$ cat src/common/eps_defines.svh
`ifndef EPS_DEFINES_SVH
`define EPS_DEFINES_SVH
// ----------------------------------------
// register byte addresses
// ----------------------------------------
`define EPS_ADDR_PWM_CONTROL 12'h000
`define EPS_ADDR_SHUTDOWN_CONTROL 12'h004
`define EPS_ADDR_DEADBAND_RESTART 12'h008
`define EPS_ADDR_DUTY_HIGH_BYTE 12'h00c
`define EPS_ADDR_DUTY_SHADOW_BYTE 12'h010
`define EPS_ADDR_PERIOD_TIMER_COUNT 12'h014
`define EPS_ADDR_PERIOD_TIMER_CONTROL 12'h018
`define EPS_ADDR_PERIOD_VALUE 12'h01c
`define EPS_ADDR_STATUS 12'h020
`define EPS_ADDR_PIN_DIRECTION 12'h024
// ----------------------------------------
// field positions
// ----------------------------------------
`define EPS_ASE_BIT 7
`define EPS_RSEN_BIT 7
`define EPS_SRC_HI 6
`define EPS_SRC_LO 4
`define EPS_PSSAC_HI 3
`define EPS_PSSAC_LO 2
`define EPS_PSSBD_HI 1
`define EPS_PSSBD_LO 0
`define EPS_DC_HI 6
`define EPS_DC_LO 0
`define EPS_DCB_HI 5
`define EPS_DCB_LO 4
`define EPS_POL_AC_BIT 1
`define EPS_POL_BD_BIT 0
`define EPS_TRUN_BIT 2
`define EPS_TPS_HI 1
`define EPS_TPS_LO 0
`define EPS_SRC_FLT_BIT 2
`define EPS_SRC_C2_BIT 1
`define EPS_SRC_C1_BIT 0
// ----------------------------------------
// reset values and constants
// ----------------------------------------
`define EPS_RESET_BYTE 8'h00
`define EPS_RESET_PERIOD 8'hff
`define EPS_RESET_DIR 4'hf
`define EPS_PSC_DIV1 6'h00
`define EPS_PSC_DIV4 6'h03
`define EPS_PSC_DIV16 6'h0f
`define EPS_CLK_PER_CYCLE 1
`endif

$ cat src/common/eps_pkg.sv
package eps_pkg;
	typedef enum logic [1:0] {EPS_PSS_LOW, EPS_PSS_HIGH, EPS_PSS_TRI, EPS_PSS_TRI2} eps_pss_t;
	typedef enum {EPS_RUN, EPS_SHUT} eps_state_t;
endpackage

$ cat src/core/eps_pwm_shutdown.sv
// Functional notes
// - restart enable is deadband register bit 7
// - auto restart: status clears when cause gone
// - no restart: status held until software clears
// - output resumes at next period start only
// - status writes ignored while cause active
// - comparator cause is level, blocks clearing
// - writing one to status forces shutdown
// - polarity per pair from control bits 1:0
// - period match flag sets at period start
// - reset makes pins inputs, registers default
// - source select decode of three bits
// - pair shutdown state: low, high, tristate
// - prescaler divides by 1, 4 or 16
// - deadband delays active edges by count
//
// The APB slave port and the placing of the registers were chosen for this implementation.
`include "eps_defines.svh"
`timescale 1ns/10ps
`default_nettype none
module eps_pwm_shutdown (
	input wire logic pclk,
	input wire logic presetn,
	input wire logic psel,
	input wire logic penable,
	input wire logic pwrite,
	input wire logic [11:0] paddr,
	input wire logic [31:0] pwdata,
	output logic [31:0] prdata,
	output logic pready,
	output logic pslverr,
	input wire logic fault_input_n,
	input wire logic comparator1_out,
	input wire logic comparator2_out,
	output logic bridge_out_a,
	output logic bridge_out_b,
	output logic bridge_out_c,
	output logic bridge_out_d,
	output logic bridge_oe_a,
	output logic bridge_oe_b,
	output logic bridge_oe_c,
	output logic bridge_oe_d
);
	import eps_pkg::*;

	// ----------------------------------------
	// registers
	// ----------------------------------------
	logic [7:0] pwm_control_q, shutdown_control_q, deadband_restart_q;
	logic [7:0] duty_high_byte_q, duty_shadow_byte_q, period_timer_count_q;
	logic [7:0] period_timer_control_q, period_value_q;
	logic [1:0] duty_low_q, duty_low_shadow_q;
	logic [1:0] sub_q;
	logic [5:0] psc_q;
	logic [3:0] pin_direction_q;
	logic period_match_flag_q;
	logic [1:0] flt_sync_q, c1_sync_q, c2_sync_q;
	logic hold_q;
	logic pwm_raw_q;
	logic [6:0] db_cnt_q;
	logic db_ok_q;
	logic [6:0] dbn_cnt_q;
	logic dbn_ok_q;
	logic [31:0] prdata_q;
	logic pready_q, pslverr_q;
	logic [3:0] out_q, oe_q;

	wire apb_setup = psel && !penable;
	wire apb_wr = psel && penable && pready_q && pwrite; // commits at the access edge
	wire [2:0] src_sel = shutdown_control_q[`EPS_SRC_HI:`EPS_SRC_LO];
	wire auto_restart_enable = deadband_restart_q[`EPS_RSEN_BIT];
	wire shutdown_event_status = shutdown_control_q[`EPS_ASE_BIT];

	// source decode: each bit enables fault pin, comparator 2, comparator 1
	function automatic logic cause_of(input logic [2:0] sel, input logic flt, input logic c1, input logic c2);
		cause_of = (sel[`EPS_SRC_FLT_BIT] && flt) || (sel[`EPS_SRC_C1_BIT] && c1)
			|| (sel[`EPS_SRC_C2_BIT] && c2);
	endfunction

	// second synchroniser stage feeds logic, first stage feeds only the second
	wire cause_sync = cause_of(src_sel, flt_sync_q[1], c1_sync_q[1], c2_sync_q[1]);
	wire cause_raw = cause_of(src_sel, !fault_input_n, comparator1_out, comparator2_out);
	wire cause_now = cause_sync || cause_raw;

	// ----------------------------------------
	// input synchronisers
	// ----------------------------------------
	always_ff @(posedge pclk or negedge presetn) begin
		if (!presetn) begin
			flt_sync_q <= 2'h0;
			c1_sync_q <= 2'h0;
			c2_sync_q <= 2'h0;
		end else begin
			flt_sync_q <= {flt_sync_q[0], !fault_input_n};
			c1_sync_q <= {c1_sync_q[0], comparator1_out};
			c2_sync_q <= {c2_sync_q[0], comparator2_out};
		end
	end

	// ----------------------------------------
	// period timer with prescaler
	// ----------------------------------------
	wire timer_run = period_timer_control_q[`EPS_TRUN_BIT];
	logic [5:0] psc_top;
	always_comb begin
		case (period_timer_control_q[`EPS_TPS_HI:`EPS_TPS_LO])
			2'h0: psc_top = `EPS_PSC_DIV1;
			2'h1: psc_top = `EPS_PSC_DIV4;
			default: psc_top = `EPS_PSC_DIV16;
		endcase
	end
	wire psc_tick = timer_run && (psc_q == psc_top);
	wire tmr_tick = psc_tick && (sub_q == 2'h3);
	wire period_start = tmr_tick && (period_timer_count_q == period_value_q);
	wire wr_count = apb_wr && paddr == `EPS_ADDR_PERIOD_TIMER_COUNT;

	// prescaler, quarter counter for 10-bit resolution, 8-bit count
	always_ff @(posedge pclk or negedge presetn) begin
		if (!presetn) begin
			psc_q <= 6'h0;
			sub_q <= 2'h0;
			period_timer_count_q <= `EPS_RESET_BYTE;
		end else if (wr_count) begin
			psc_q <= 6'h0;
			sub_q <= 2'h0;
			period_timer_count_q <= pwdata[7:0];
		end else if (timer_run) begin
			psc_q <= psc_tick ? 6'h0 : psc_q + 6'h1;
			if (psc_tick)
				sub_q <= sub_q + 2'h1;
			if (period_start)
				period_timer_count_q <= `EPS_RESET_BYTE;
			else if (tmr_tick)
				period_timer_count_q <= period_timer_count_q + 8'h1;
		end
	end

	// period match flag; hardware set wins over software clear
	always_ff @(posedge pclk or negedge presetn) begin
		if (!presetn)
			period_match_flag_q <= 1'b0;
		else if (period_start)
			period_match_flag_q <= 1'b1;
		else if (apb_wr && paddr == `EPS_ADDR_STATUS && pwdata[0])
			period_match_flag_q <= 1'b0;
	end

	// ----------------------------------------
	// register writes
	// ----------------------------------------
	always_ff @(posedge pclk or negedge presetn) begin
		if (!presetn) begin
			pwm_control_q <= `EPS_RESET_BYTE;
			deadband_restart_q <= `EPS_RESET_BYTE;
			duty_high_byte_q <= `EPS_RESET_BYTE;
			period_timer_control_q <= `EPS_RESET_BYTE;
			period_value_q <= `EPS_RESET_PERIOD;
			pin_direction_q <= `EPS_RESET_DIR;
		end else if (apb_wr) begin
			case (paddr)
				`EPS_ADDR_PWM_CONTROL: pwm_control_q <= pwdata[7:0];
				`EPS_ADDR_DEADBAND_RESTART: deadband_restart_q <= pwdata[7:0];
				`EPS_ADDR_DUTY_HIGH_BYTE: duty_high_byte_q <= pwdata[7:0];
				`EPS_ADDR_PERIOD_TIMER_CONTROL: period_timer_control_q <= {1'b0, pwdata[6:0]};
				`EPS_ADDR_PERIOD_VALUE: period_value_q <= pwdata[7:0];
				`EPS_ADDR_PIN_DIRECTION: pin_direction_q <= pwdata[3:0];
				default: ;
			endcase
		end
	end

	// shutdown control: config bits plain, status bit set by hardware
	wire wr_sd = apb_wr && paddr == `EPS_ADDR_SHUTDOWN_CONTROL;
	always_ff @(posedge pclk or negedge presetn) begin
		if (!presetn) begin
			shutdown_control_q <= `EPS_RESET_BYTE;
		end else begin
			if (wr_sd)
				shutdown_control_q[`EPS_SRC_HI:0] <= pwdata[`EPS_SRC_HI:0];
			if (cause_sync)
				shutdown_control_q[`EPS_ASE_BIT] <= 1'b1;
			else if (wr_sd && !cause_now)
				shutdown_control_q[`EPS_ASE_BIT] <= pwdata[`EPS_ASE_BIT];
			else if (auto_restart_enable)
				shutdown_control_q[`EPS_ASE_BIT] <= 1'b0;
		end
	end

	// duty shadow loaded at each period start
	always_ff @(posedge pclk or negedge presetn) begin
		if (!presetn) begin
			duty_shadow_byte_q <= `EPS_RESET_BYTE;
			duty_low_shadow_q <= 2'h0;
		end else if (period_start) begin
			duty_shadow_byte_q <= duty_high_byte_q;
			duty_low_shadow_q <= pwm_control_q[`EPS_DCB_HI:`EPS_DCB_LO];
		end
	end
	always_comb duty_low_q = duty_low_shadow_q;

	// ----------------------------------------
	// pwm generation, hold and deadband
	// ----------------------------------------
	wire [9:0] duty10 = {duty_shadow_byte_q, duty_low_q};
	wire [9:0] pos10 = {period_timer_count_q, sub_q};

	// hold stays until a period begins with status clear
	always_ff @(posedge pclk or negedge presetn) begin
		if (!presetn)
			hold_q <= 1'b1;
		else if (shutdown_event_status)
			hold_q <= 1'b1;
		else if (period_start)
			hold_q <= 1'b0;
	end

	always_ff @(posedge pclk or negedge presetn) begin
		if (!presetn)
			pwm_raw_q <= 1'b0;
		else
			pwm_raw_q <= timer_run && (pos10 < duty10);
	end

	// deadband helpers: limit reached, one instruction-cycle step
	function automatic logic db_reached(input logic [6:0] cnt, input logic [6:0] lim);
		db_reached = cnt >= lim;
	endfunction
	function automatic logic [6:0] db_step(input logic [6:0] cnt);
		db_step = cnt + 7'(`EPS_CLK_PER_CYCLE);
	endfunction
	wire [6:0] db_lim = deadband_restart_q[`EPS_DC_HI:`EPS_DC_LO];

	// active-edge delay counted in instruction cycles
	always_ff @(posedge pclk or negedge presetn) begin
		if (!presetn) begin
			db_cnt_q <= 7'h0;
			db_ok_q <= 1'b0;
		end else if (!pwm_raw_q) begin
			db_cnt_q <= 7'h0;
			db_ok_q <= 1'b0;
		end else if (db_reached(db_cnt_q, db_lim)) begin
			db_ok_q <= 1'b1;
		end else begin
			db_cnt_q <= db_step(db_cnt_q);
		end
	end

	// same delay for the complementary pair, so both switches never overlap
	always_ff @(posedge pclk or negedge presetn) begin
		if (!presetn) begin
			dbn_cnt_q <= 7'h0;
			dbn_ok_q <= 1'b0;
		end else if (pwm_raw_q) begin
			dbn_cnt_q <= 7'h0;
			dbn_ok_q <= 1'b0;
		end else if (db_reached(dbn_cnt_q, db_lim)) begin
			dbn_ok_q <= 1'b1;
		end else begin
			dbn_cnt_q <= db_step(dbn_cnt_q);
		end
	end

	// ----------------------------------------
	// output stage with shutdown override
	// ----------------------------------------
	function automatic logic [1:0] pss_drive(input logic [1:0] pss);
		case (eps_pss_t'(pss))
			EPS_PSS_LOW: pss_drive = 2'b10; // {oe, level}
			EPS_PSS_HIGH: pss_drive = 2'b11;
			default: pss_drive = 2'b00;
		endcase
	endfunction

	wire [1:0] ac_pss = pss_drive(shutdown_control_q[`EPS_PSSAC_HI:`EPS_PSSAC_LO]);
	wire [1:0] bd_pss = pss_drive(shutdown_control_q[`EPS_PSSBD_HI:`EPS_PSSBD_LO]);
	wire forced = hold_q || cause_raw || shutdown_event_status;
	wire act = db_ok_q;
	wire pol_ac = pwm_control_q[`EPS_POL_AC_BIT];
	wire pol_bd = pwm_control_q[`EPS_POL_BD_BIT];
	// pol bit set means active-low for that pair
	wire lvl_ac = act ^ pol_ac;
	wire lvl_bd = dbn_ok_q ^ pol_bd;
	logic [3:0] out_d, oe_d;
	always_comb begin
		if (forced) begin
			out_d = {bd_pss[0], ac_pss[0], bd_pss[0], ac_pss[0]};
			oe_d = {bd_pss[1], ac_pss[1], bd_pss[1], ac_pss[1]};
		end else begin
			out_d = {lvl_bd, lvl_ac, lvl_bd, lvl_ac};
			oe_d = 4'hf;
		end
		oe_d = oe_d & ~pin_direction_q;
	end

	always_ff @(posedge pclk or negedge presetn) begin
		if (!presetn) begin
			out_q <= 4'h0;
			oe_q <= 4'h0;
		end else begin
			out_q <= out_d;
			oe_q <= oe_d;
		end
	end
	assign {bridge_out_d, bridge_out_c, bridge_out_b, bridge_out_a} = out_q;
	assign {bridge_oe_d, bridge_oe_c, bridge_oe_b, bridge_oe_a} = oe_q;

	// ----------------------------------------
	// apb read and answer
	// ----------------------------------------
	logic [7:0] rd_byte;
	logic rd_hit;
	always_comb begin
		rd_hit = 1'b1;
		case (paddr)
			`EPS_ADDR_PWM_CONTROL: rd_byte = pwm_control_q;
			`EPS_ADDR_SHUTDOWN_CONTROL: rd_byte = shutdown_control_q;
			`EPS_ADDR_DEADBAND_RESTART: rd_byte = deadband_restart_q;
			`EPS_ADDR_DUTY_HIGH_BYTE: rd_byte = duty_high_byte_q;
			`EPS_ADDR_DUTY_SHADOW_BYTE: rd_byte = duty_shadow_byte_q;
			`EPS_ADDR_PERIOD_TIMER_COUNT: rd_byte = period_timer_count_q;
			`EPS_ADDR_PERIOD_TIMER_CONTROL: rd_byte = period_timer_control_q;
			`EPS_ADDR_PERIOD_VALUE: rd_byte = period_value_q;
			`EPS_ADDR_STATUS: rd_byte = {6'h0, hold_q, period_match_flag_q};
			`EPS_ADDR_PIN_DIRECTION: rd_byte = {4'h0, pin_direction_q};
			default: begin
				rd_byte = 8'h00;
				rd_hit = 1'b0;
			end
		endcase
	end

	// one wait-free access phase; data captured in setup
	always_ff @(posedge pclk or negedge presetn) begin
		if (!presetn) begin
			prdata_q <= 32'h0;
			pready_q <= 1'b0;
			pslverr_q <= 1'b0;
		end else begin
			pready_q <= apb_setup;
			pslverr_q <= apb_setup && !rd_hit;
			if (apb_setup && !pwrite)
				prdata_q <= {24'h0, rd_byte};
		end
	end
	assign prdata = prdata_q;
	assign pready = pready_q;
	assign pslverr = pslverr_q;
endmodule
`default_nettype wire

$ cat config.mk
export PLATFORM = sky130hd
export DESIGN_NAME = eps_pwm_shutdown
export DESIGN_NICKNAME = d
export VERILOG_FILES = /design/src/common/eps_pkg.sv /design/src/core/eps_pwm_shutdown.sv
export VERILOG_INCLUDE_DIRS = /design/src /design/src/common
export SDC_FILE = /design/constraint.sdc
export NUM_CORES = 1
export LEC_CHECK = 0
export BUFFER_PORTS_ARGS = -buffer_cell sky130_fd_sc_hd__buf_2
export CAP_MARGIN = 20
export CELL_PAD_IN_SITES_DETAIL_PLACEMENT = 0
export CELL_PAD_IN_SITES_GLOBAL_PLACEMENT = 1
export CORE_MARGIN = 3
export CORE_UTILIZATION = 41
export DETAILED_ROUTE_END_ITERATION = 10
export GPL_ROUTABILITY_DRIVEN = 0
export GPL_TIMING_DRIVEN = 0
export PLACE_DENSITY = 0.85
export SLEW_MARGIN = 15
export SYNTH_ARGS = -nofsm -noshare
export SYNTH_HDL_FRONTEND = slang
export SYNTH_SLANG_ARGS = --single-unit
$ cat constraint.sdc
create_clock -name pclk -period 2.09 [get_ports pclk]
set_input_delay 0.5225 -clock pclk [delete_from_list [all_inputs] [get_ports pclk]]
set_output_delay 0.5225 -clock pclk [all_outputs]
set_load 0.05 [all_outputs]
After elaboration in Yosys (flattened, before gate mapping)
Cells that the tools add are included.
{"block": "op_classes", "n_reduce_logical": 53, "n_eq_ne": 18, "n_addsub": 5, "magnitude_cmp": 3, "muxes": 32, "bitwise_logic": 4}
{"operator": "$pmux W8 S10", "count": 1}
{"operator": "$eq A12 B5 Y1 const B", "count": 4}
{"operator": "$mux W8", "count": 4}
{"operator": "$mux W7", "count": 4}
{"operator": "$eq A12 B4 Y1 const B", "count": 2}
{"operator": "$eq A12 B6 Y1 const B", "count": 2}
{"operator": "$logic_and A1 B1 Y1", "count": 21}
{"operator": "$mux W6", "count": 3}
{"operator": "$reduce_and A2 Y1", "count": 8}
{"operator": "$add A7 B1 Y7 const B", "count": 2}
{"operator": "$ge A7 B7 Y1", "count": 2}
{"operator": "$eq A12 B3 Y1 const B", "count": 1}
{"operator": "$logic_not A12 Y1", "count": 1}
{"operator": "$mux W1", "count": 12}
{"operator": "$lt A10 B10 Y1", "count": 1}
{"operator": "$reduce_bool A2 Y1", "count": 5}
{"operator": "$reduce_or A10 Y1", "count": 1}
{"operator": "$add A8 B1 Y8 const B", "count": 1}
{"operator": "$eq A8 B8 Y1", "count": 1}
{"operator": "$mux W4", "count": 2}
{"operator": "$pmux W2 S2", "count": 2}
{"operator": "$pmux W4 S2", "count": 1}
{"operator": "$logic_or A1 B1 Y1", "count": 7}
{"operator": "$add A6 B1 Y6 const B", "count": 1}
{"operator": "other kinds (13)", "count": 26}
{"block": "word_totals", "elab_cells": 143, "out_inout_bits": 42, "input_bits": 52, "register_bits": 120}

Longest topological paths before layout
Gate-level depths: netlist of run 1.
{"block": "depth", "ltp_word": 9, "mapped_depth": 8}

Worst setup path after synthesis of run 1
Ideal clock, no wire load.
{"block": "synth_timing", "kind": "input -> register", "start": "input paddr[9]", "end": "register period_timer_count_q[5]", "t_arrival_ns": 2.029, "path_slack_ns": -0.065, "path_stages": 7, "setup_time_ns": 0.126, "path_buffers": 2, "path_cell_list": "or4_4 > buf_6 > nor4_4 > buf_6 > nor3_1 > a32oi_1 > o21ai_1"}
{"block": "synth_via", "elab_chain_cells": 4, "word_cells_on_any_way": 6}
{"item": "from (decl)", "line": "eps_pwm_shutdown.sv:27", "rtl": "input wire logic [11:0] paddr,"}
{"item": "$eq A12 B5 Y1 (*)"}
{"item": "$logic_and A1 B1 Y1 (no line) (*)"}
{"item": "$reduce_bool A3 Y1 (no line) / $reduce_bool A2 Y1 (equally long branches)"}
{"item": "$reduce_and A2 Y1 (no line)"}
{"item": "to (signal assigned)", "line": "eps_pwm_shutdown.sv:122", "rtl": "period_timer_count_q <= `EPS_RESET_BYTE;"}
{"item": "to (signal assigned)", "line": "eps_pwm_shutdown.sv:126", "rtl": "period_timer_count_q <= pwdata[7:0];"}
{"item": "to (signal assigned)", "line": "eps_pwm_shutdown.sv:132", "rtl": "period_timer_count_q <= `EPS_RESET_BYTE;"}
{"item": "to (decl)", "line": "eps_pwm_shutdown.sv:50", "rtl": "logic [7:0] duty_high_byte_q, duty_shadow_byte_q, period_timer_count_q;"}
Mark *: on every way between the ends. The rest lies on a longest branch, timed or not.
A chain may end at the register's enable or synchronous reset.

Worst setup path after layout of run 1
{"block": "layout_timing", "start": "register deadband_restart_q[5]", "end": "register dbn_cnt_q[6]"}
{"block": "layout_via", "elab_chain_cells": 2}
{"item": "from (decl)", "line": "eps_pwm_shutdown.sv:49", "rtl": "logic [7:0] pwm_control_q, shutdown_control_q, deadband_restart_q;"}
{"item": "from (signal assigned)", "line": "eps_pwm_shutdown.sv:154", "rtl": "deadband_restart_q <= `EPS_RESET_BYTE;"}
{"item": "from (signal assigned)", "line": "eps_pwm_shutdown.sv:162", "rtl": "`EPS_ADDR_DEADBAND_RESTART: deadband_restart_q <= pwdata[7:0];"}
{"item": "$ge A7 B7 Y1", "line": "eps_pwm_shutdown.sv:226", "rtl": "db_reached = cnt >= lim;"}
{"item": "$ne A2 B2 Y1 (no line)"}
{"item": "to (signal assigned)", "line": "eps_pwm_shutdown.sv:259", "rtl": "dbn_cnt_q <= db_step(dbn_cnt_q);"}
{"item": "to (decl)", "line": "eps_pwm_shutdown.sv:62", "rtl": "logic [6:0] dbn_cnt_q;"}
No other way between the ends.

==> results of run 1 <==
==> layout make-up <==
class | instances | share of cell area
flip-flops and latches | 118 | 0.3595
clock inverters | 9 | 0.01799
well taps | 211 | 0.03190
multi-input cells | 449 | 0.4181
repair buffers | 69 | 0.05398
inverters | 27 | 0.01225
clock buffers | 23 | 0.05776
plain buffers | 49 | 0.04853
==> how the worst min path moves through the flow <==
| stage | start | endpoint | slack [ns] | cells past startpoint |
|---|---|---|---|---|
| 2_1_floorplan | presetn | act | 0.23 | 0 |
| 3_3_place_gp | flt_sync_q[0] | flt_sync_q[1] | 0.33 | 0 |
| 3_5_place_dp | flt_sync_q[0] | flt_sync_q[1] | 0.33 | 0 |
| 4_1_cts | presetn | psc_q[2] | 0.02 | 1 |
| 5_1_grt | presetn | psc_q[2] | 0.02 | 1 |
| 6_report | presetn | psc_q[2] | 0.008 | 1 |
==> placed cells by master, fill, tap and decap left out, drive strengths merged, types with 7 or more instances in the layout <==
| cell type | count |
|---|---|
| xor2 | 11 |
| or4 | 9 |
| o31ai | 9 |
| dfstp | 13 |
| mux2 | 58 |
| conb | 24 |
| mux2i | 22 |
| dfrtp | 105 |
| nor2 | 22 |
| clkbuf | 35 |
| nor3 | 14 |
| o21ai | 33 |
| a22oi | 10 |
| ha | 28 |
| inv | 27 |
| buf | 105 |
| nand3 | 23 |
| nand2 | 45 |
| o22ai | 7 |
| nor4 | 9 |
| a21oi | 39 |
==> per-layer routing <==
| layer | global-route usage | wire (microns) |
|---|---|---|
| met5 | 0 | 0 |
| met4 | 0.06514 | 437 |
| met3 | 0.04909 | 1041 |
| met2 | 0.3248 | 8729 |
| met1 | 0.2628 | 7476 |
==> registers in the layout (all words and copies together), names as in the netlist, 2 cells and up <==
name and count:
c2_sync_q 2, psc_q 6, period_timer_control_q 7, db_cnt_q 7, c1_sync_q 2, dbn_cnt_q 7, shutdown_control_q 8, duty_low_q 2
flt_sync_q 2, oe_q 4, sub_q 2, duty_shadow_byte_q 8, pin_direction_q 4, prdata 8, duty_high_byte_q 8, out_q 2
period_timer_count_q 8, period_value_q 8, pwm_control_q 8, deadband_restart_q 8
==> where the power goes <==
group	switching [W]	internal (W)	total, W
clock network	0.00104	0.00208	0.00312
registers	0.000274	0.00246	0.00274
logic	0.000778	0.000570	0.00135
==> cells by family (layout without fill, tap and decap cells) <==
family                   count (synthesis)  after routing  synth area share
buffers and inverters                   76            177           0.06707
flip-flops                             118            118            0.4483
adder cells (fa/ha/maj)                 28             28           0.05290
AND/OR/NAND/NOR                        170            170            0.1536
other                                    1             24         0.0005662
multiplexers                            80             80            0.1319
XOR/XNOR                                14             14           0.01852
AO/OA/AOI/OAI                          133            133            0.1271
==> stage by stage <==
step	power (W)	TNS (ns)
floorplan	0.003525	-0.1082
global placement	0.003881	-124.12
detailed placement	0.003933	-26.86
CTS	0.007136	-0.1755
global route	0.007543	-0.2940
finish	0.007207	0
==> timing repair <==
item,in CTS,in global routing
gates resized for setup,24,29
pin swaps,12,18
hold buffers,0,0
setup buffers,8,16
setup endpoints to repair,33,53
cloned,0,0
==> impl_metrics.env, run 1 <==
export IMPL_fin_cells=955
export IMPL_min_path_type="input pin to async pin"
export IMPL_dominantRegCellSynth="dfrtp_1"
export IMPL_postSynthAreaPerCell_sq_um=10.68
export IMPL_syn_to_final_growth_pct=24.96
export IMPL_nets=811
export IMPL_vias_per_cell=5.598
export IMPL_worst_r2r_startpoint="deadband_restart_q[5]"
export IMPL_fin_crit_sh=0.9872
export IMPL_path_clk_slew_ns=0.05
export IMPL_yosysSeqAreaShare=0.4483
export IMPL_startpoint="deadband_restart_q[5]"
export IMPL_synth_area_sq_um=6623
export IMPL_grt_start_max_net_pins=80
export IMPL_critPathKind="flip-flop to flip-flop"
export IMPL_crit_top_cell="a21o_1"
export IMPL_max_stage_delay_ns=0.41
export IMPL_clock_latency_ns=0.42
export IMPL_fp_coreArea_sq_um=15480
export IMPL_yosys_warnings=0
export IMPL_critPathSlowestCell="or4_4"
export IMPL_reg2reg_slack_ns=0.03
export IMPL_path_max_fanout=8
export IMPL_die_x_microns=133.1
export IMPL_worstSetupPathDepth=8
export IMPL_start_util=0.4277
export IMPL_grt_pass1_wl_microns=27910
export IMPL_cp_required_ns=2.43
export IMPL_cts_sinks=118
export IMPL_drt_iter0_drc=445
export IMPL_via_count=5346
export IMPL_ys_ff_latch=118
export IMPL_cp_endpoint="dbn_cnt_q[6]"
export IMPL_path_cells="inv_2 > ha_4 > a21o_1 > a21o_1 > a31o_4 > buf_8 > or4_4 > a21oi_2"
export IMPL_rows=45
export IMPL_hold_viol=0
export IMPL_vdd_drop_max_mv=0.7817
export IMPL_path_buf_inv=2
export IMPL_hold_ws_ns=0.007971
export IMPL_place_area_sq_um=7263
export IMPL_slew_viol_final=0
export IMPL_synth_top_area_cell="dfrtp_1"
export IMPL_cts_buffers=17
export IMPL_timing_fmax_mhz=484.7
export IMPL_grt_pass1_vias=5234
export IMPL_drtPass1Iterations=5
export IMPL_reg2reg_depth=8
export IMPL_antenna_cells=0
export IMPL_die_area_sq_um=17710
export IMPL_place_ws_ns=-0.5229
export IMPL_cts_tree="built"
export IMPL_period_needed_ns=2.063
export IMPL_final_util=0.5345
export IMPL_ff_latch_area_sq_um=2975
export IMPL_fin_worst_skew_ns=0.006989
export IMPL_io_buffer_count=43
export IMPL_setup_ws_ns=0.02681
export IMPL_status="completed"
export IMPL_worstPathArrival_ns=2.41
export IMPL_multi_input_area_sq_um=3460
export IMPL_tightestPinTransition_ns=0.6643
export IMPL_synth_cell_types=69
export IMPL_r2r_end="dbn_cnt_q[6]"
export IMPL_p_leak_nw=3.879
export IMPL_drive_gt1_frac=0.3535
export IMPL_post_place_cells=899
export IMPL_synthTopCellsByCount="dfrtp_1 (105), mux2_2 (58), nand2_1 (45)"
export IMPL_async_flop_share=1.000
export IMPL_synth_most_common_cell="dfrtp_1"
export IMPL_ctsHtreeMaxLevel=4
export IMPL_clockBufferDepth=2
export IMPL_critPathTopFamily="compound AO/OA/AOI/OAI gates"
export IMPL_grt_usage=0.1995
export IMPL_grt_ovfl_total=0
export IMPL_die_y_microns=133.1
export IMPL_synth_area_top_cells="dfrtp_1 (40%), mux2_2 (9.9%), ha_1 (5.3%), dfstp_2 (5.2%), mux2i_1 (3.3%)"
export IMPL_grt_setup_unrepaired="true"
export IMPL_num_io_pins=94
export IMPL_drcViolationCount=0
export IMPL_maxCapViolations=0
export IMPL_stdcell_area_sq_um=8275
export IMPL_relSlewSlack=0.5509
export IMPL_power_density_nw_per_um2=870.8
export IMPL_dp_hpwl_microns=12330
export IMPL_antenna_found_initial=0
export IMPL_setup_viol=0
export IMPL_wl_microns=17680
export IMPL_cp_start_kind="flip-flop"
export IMPL_critPathCaptureType="flip-flop"
export IMPL_fillers=1359
export IMPL_synth_edff_count=0
export IMPL_clockRootBuffer="clkbuf_16"
export IMPL_yosysTopAreaCellShare=0.3968
export IMPL_wl_per_cell_microns=18.52
export IMPL_antenna_left=0
export IMPL_synth_cells=620
Power figures use the tool's default switching activity.
==> run 2, diff against run 1 <==
--- a/config.mk
+++ b/config.mk
@@ -6,16 +6,17 @@
 export SDC_FILE = /design/constraint.sdc
 export NUM_CORES = 1
 export LEC_CHECK = 0
+export ABC_AREA = 1
 export BUFFER_PORTS_ARGS = -buffer_cell sky130_fd_sc_hd__buf_2
 export CAP_MARGIN = 20
 export CELL_PAD_IN_SITES_DETAIL_PLACEMENT = 0
 export CELL_PAD_IN_SITES_GLOBAL_PLACEMENT = 1
 export CORE_MARGIN = 3
-export CORE_UTILIZATION = 41
+export CORE_UTILIZATION = 39
 export DETAILED_ROUTE_END_ITERATION = 10
 export GPL_ROUTABILITY_DRIVEN = 0
 export GPL_TIMING_DRIVEN = 0
-export PLACE_DENSITY = 0.85
+export PLACE_DENSITY = 0.86
 export SLEW_MARGIN = 15
 export SYNTH_ARGS = -nofsm -noshare
 export SYNTH_HDL_FRONTEND = slang
==> impl_metrics.env, run 2 <==
export IMPL_die_area_sq_um=19360
export IMPL_die_y_microns=139.1
export IMPL_wl_microns=18160
export IMPL_drtPass1Iterations=6
export IMPL_fin_cells=1183
export IMPL_layout_common_cells="nand2_1 (215), dfrtp_1 (105), nand3_1 (87), nor2_1 (81), inv_1 (74)"
export IMPL_synth_top_family_by_area="simple AND/OR/NAND/NOR gates"
export IMPL_vdd_drop_max_mv=0.5714
export IMPL_min_path_type="input pin to async pin"
export IMPL_cts_buffers=17
export IMPL_synthSimpleGateAreaFrac=0.2934
export IMPL_wirelength_met1_microns=8268
export IMPL_clock_latency_ns=0.42
export IMPL_fin_crit_sh=0.8950
export IMPL_synthTopCellsByCount="nand2_1 (215), dfrtp_1 (105), nand3_1 (87)"
export IMPL_synth_most_common_cell="nand2_1"
export IMPL_postSynthAreaPerCell_sq_um=8.065
export IMPL_critPathCaptureType="flip-flop"
export IMPL_rows=48
export IMPL_clockRootBuffer="clkbuf_16"
export IMPL_cp_start_kind="flip-flop"
export IMPL_die_x_microns=139.1
export IMPL_num_io_pins=94
export IMPL_fin_worst_skew_ns=0.009763
export IMPL_hold_buffers=0
export IMPL_dominantRegCellSynth="dfrtp_1"
export IMPL_met2_length_microns=8236
export IMPL_final_common_cell="nand2_1"
export IMPL_io_buffer_count=45
export IMPL_worstPathArrival_ns=2.23
export IMPL_antenna_cells=0
export IMPL_synth_edff_count=0
export IMPL_reg2reg_depth=8
export IMPL_antenna_left=0
export IMPL_drive_gt1_frac=0.2077
export IMPL_maxCapViolations=0
export IMPL_synthAdderAreaFrac=0.05069
export IMPL_status="completed"
export IMPL_power_density_nw_per_um2=679.5
export IMPL_grt_setup_unrepaired="false"
export IMPL_synth_cells=857
export IMPL_via_count=5809
export IMPL_path_clk_slew_ns=0.06
export IMPL_cp_required_ns=2.45
export IMPL_p_leak_nw=4.184
export IMPL_drt_iter0_drc=453
export IMPL_final_util=0.4716
export IMPL_clockBufferDepth=2
export IMPL_ys_ff_latch=118
export IMPL_hold_viol=0
export IMPL_critPathKind="flip-flop to flip-flop"
export IMPL_worst_r2r_startpoint="deadband_restart_q[0]"
export IMPL_grt_ovfl_total=0
export IMPL_grt_start_max_net_pins=64
export IMPL_total_power_w=0.005543
export IMPL_post_place_cells=1151
export IMPL_fp_coreArea_sq_um=17300
export IMPL_grt_usage=0.1947
export IMPL_drcViolationCount=0
export IMPL_synthMuxAreaShare=0
export IMPL_setup_tns_ns=0
export IMPL_start_util=0.3996
export IMPL_cts_sinks=118
export IMPL_relSlewSlack=0.6409
export IMPL_period_needed_ns=1.871
export IMPL_path_max_fanout=9
export IMPL_dp_hpwl_microns=13590
export IMPL_r2r_end="db_cnt_q[3]"
export IMPL_yosys_area_share_xor_xnor=0.03548
export IMPL_synth_area_top_cells="dfrtp_1 (38%), nand2_1 (12%), nand3_1 (6.3%), ha_1 (5.1%), dfstp_2 (4.9%)"
export IMPL_vias_per_cell=4.910
export IMPL_top_layer="met4"
export IMPL_slew_viol_final=0
export IMPL_synth_compound_area_frac=0.09287
export IMPL_cts_tree="built"
export IMPL_synth_top_area_cell="dfrtp_1"
export IMPL_setup_viol=0
export IMPL_grt_pass1_vias=5587
export IMPL_wl_per_cell_microns=15.35
export IMPL_syn_to_final_growth_pct=18.03
export IMPL_yosysTopAreaCellShare=0.3802
export IMPL_async_flop_share=1.000
export IMPL_synth_area_sq_um=6912
export IMPL_timing_fmax_mhz=534.6
export IMPL_synth_cell_types=43
export IMPL_reg2reg_slack_ns=0.22
export IMPL_ctsHtreeMaxLevel=4
export IMPL_yosys_warnings=0
export IMPL_nets=1025
export IMPL_yosysSeqAreaShare=0.4296
export IMPL_antenna_found_initial=0
export IMPL_dr_wl_met3_microns=1251
export IMPL_grt_pass1_wl_microns=29670
export IMPL_tightestPinTransition_ns=0.5366
run 2: stage by stage:
step	hold WS (ns)	setup WS, ns	instance area [sq um]
after floorplan	0.2269	0.3589	6998
after global placement	0.3317	-1.007	7505
after detailed placement	0.3355	0.04417	7538
after CTS	0.08298	0.01749	8142
after global routing	0.09829	0.07671	8158
final	0.06956	0.2194	8158
run 2: logic make-up after synthesis:
kind of cell | count (synthesis)
simple gates | 442
buf+inv | 128
other cells | 1
compound gates | 112
fa+ha+maj | 28
xor+xnor | 28
flops | 118
run 2: area by class of cell:
class	count	area (sq um)
clock buffer	21	480.5
multi-input combinational	634	3372
inverter	85	324.1
timing repair buffer	46	259.0
tap	225	281.5
clock inverter	11	122.6
sequential	118	2969
buffer	43	349.1
fill	1717	9139
run 2: how the worst max path moves through the flow:
stage	slack, ns	from	to	cells past startpoint
after floorplan	0.36	pready	period_timer_count_q[4]	8
after global routing	0.08	deadband_restart_q[6]	dbn_cnt_q[3]	9
after detailed placement	0.04	deadband_restart_q[4]	db_cnt_q[3]	9
after global placement	-1.01	presetn	period_timer_count_q[1]	1
final	0.22	deadband_restart_q[0]	db_cnt_q[3]	8
after CTS	0.02	deadband_restart_q[4]	db_cnt_q[3]	9
run 2: report_power, final:
part | switching [W] | total, W | internal, W | leakage, nW
Sequential | 0.00000478 | 0.00230 | 0.00230 | 1.52
Clock | 0.00105 | 0.00293 | 0.00188 | 0.287
Combinational | 0.000240 | 0.000313 | 0.0000734 | 2.38
run 2: critical path, stage by stage, from the launching register on:
cell	delay [ns]
dfrtp_1	0.46
ha_1	0.32
o21ai_1	0.13
a21boi_0	0.10
o21ai_1	0.30
nand2_2	0.21
nand2_1	0.17
nand2_1	0.06
nand2_1	0.05
run 2: layer usage:
metal	up-vias	GRT usage
met3	32	0.04655
li1	2923	-
met1	2670	0.2654
met2	184	0.3068
met5	-	0
met4	0	0.06437
run 2: timing repair:
action,in CTS,in global routing
hold endpoints to repair,0,0
setup buffers,0,0
setup endpoints to repair,0,13
gates resized for setup,0,3
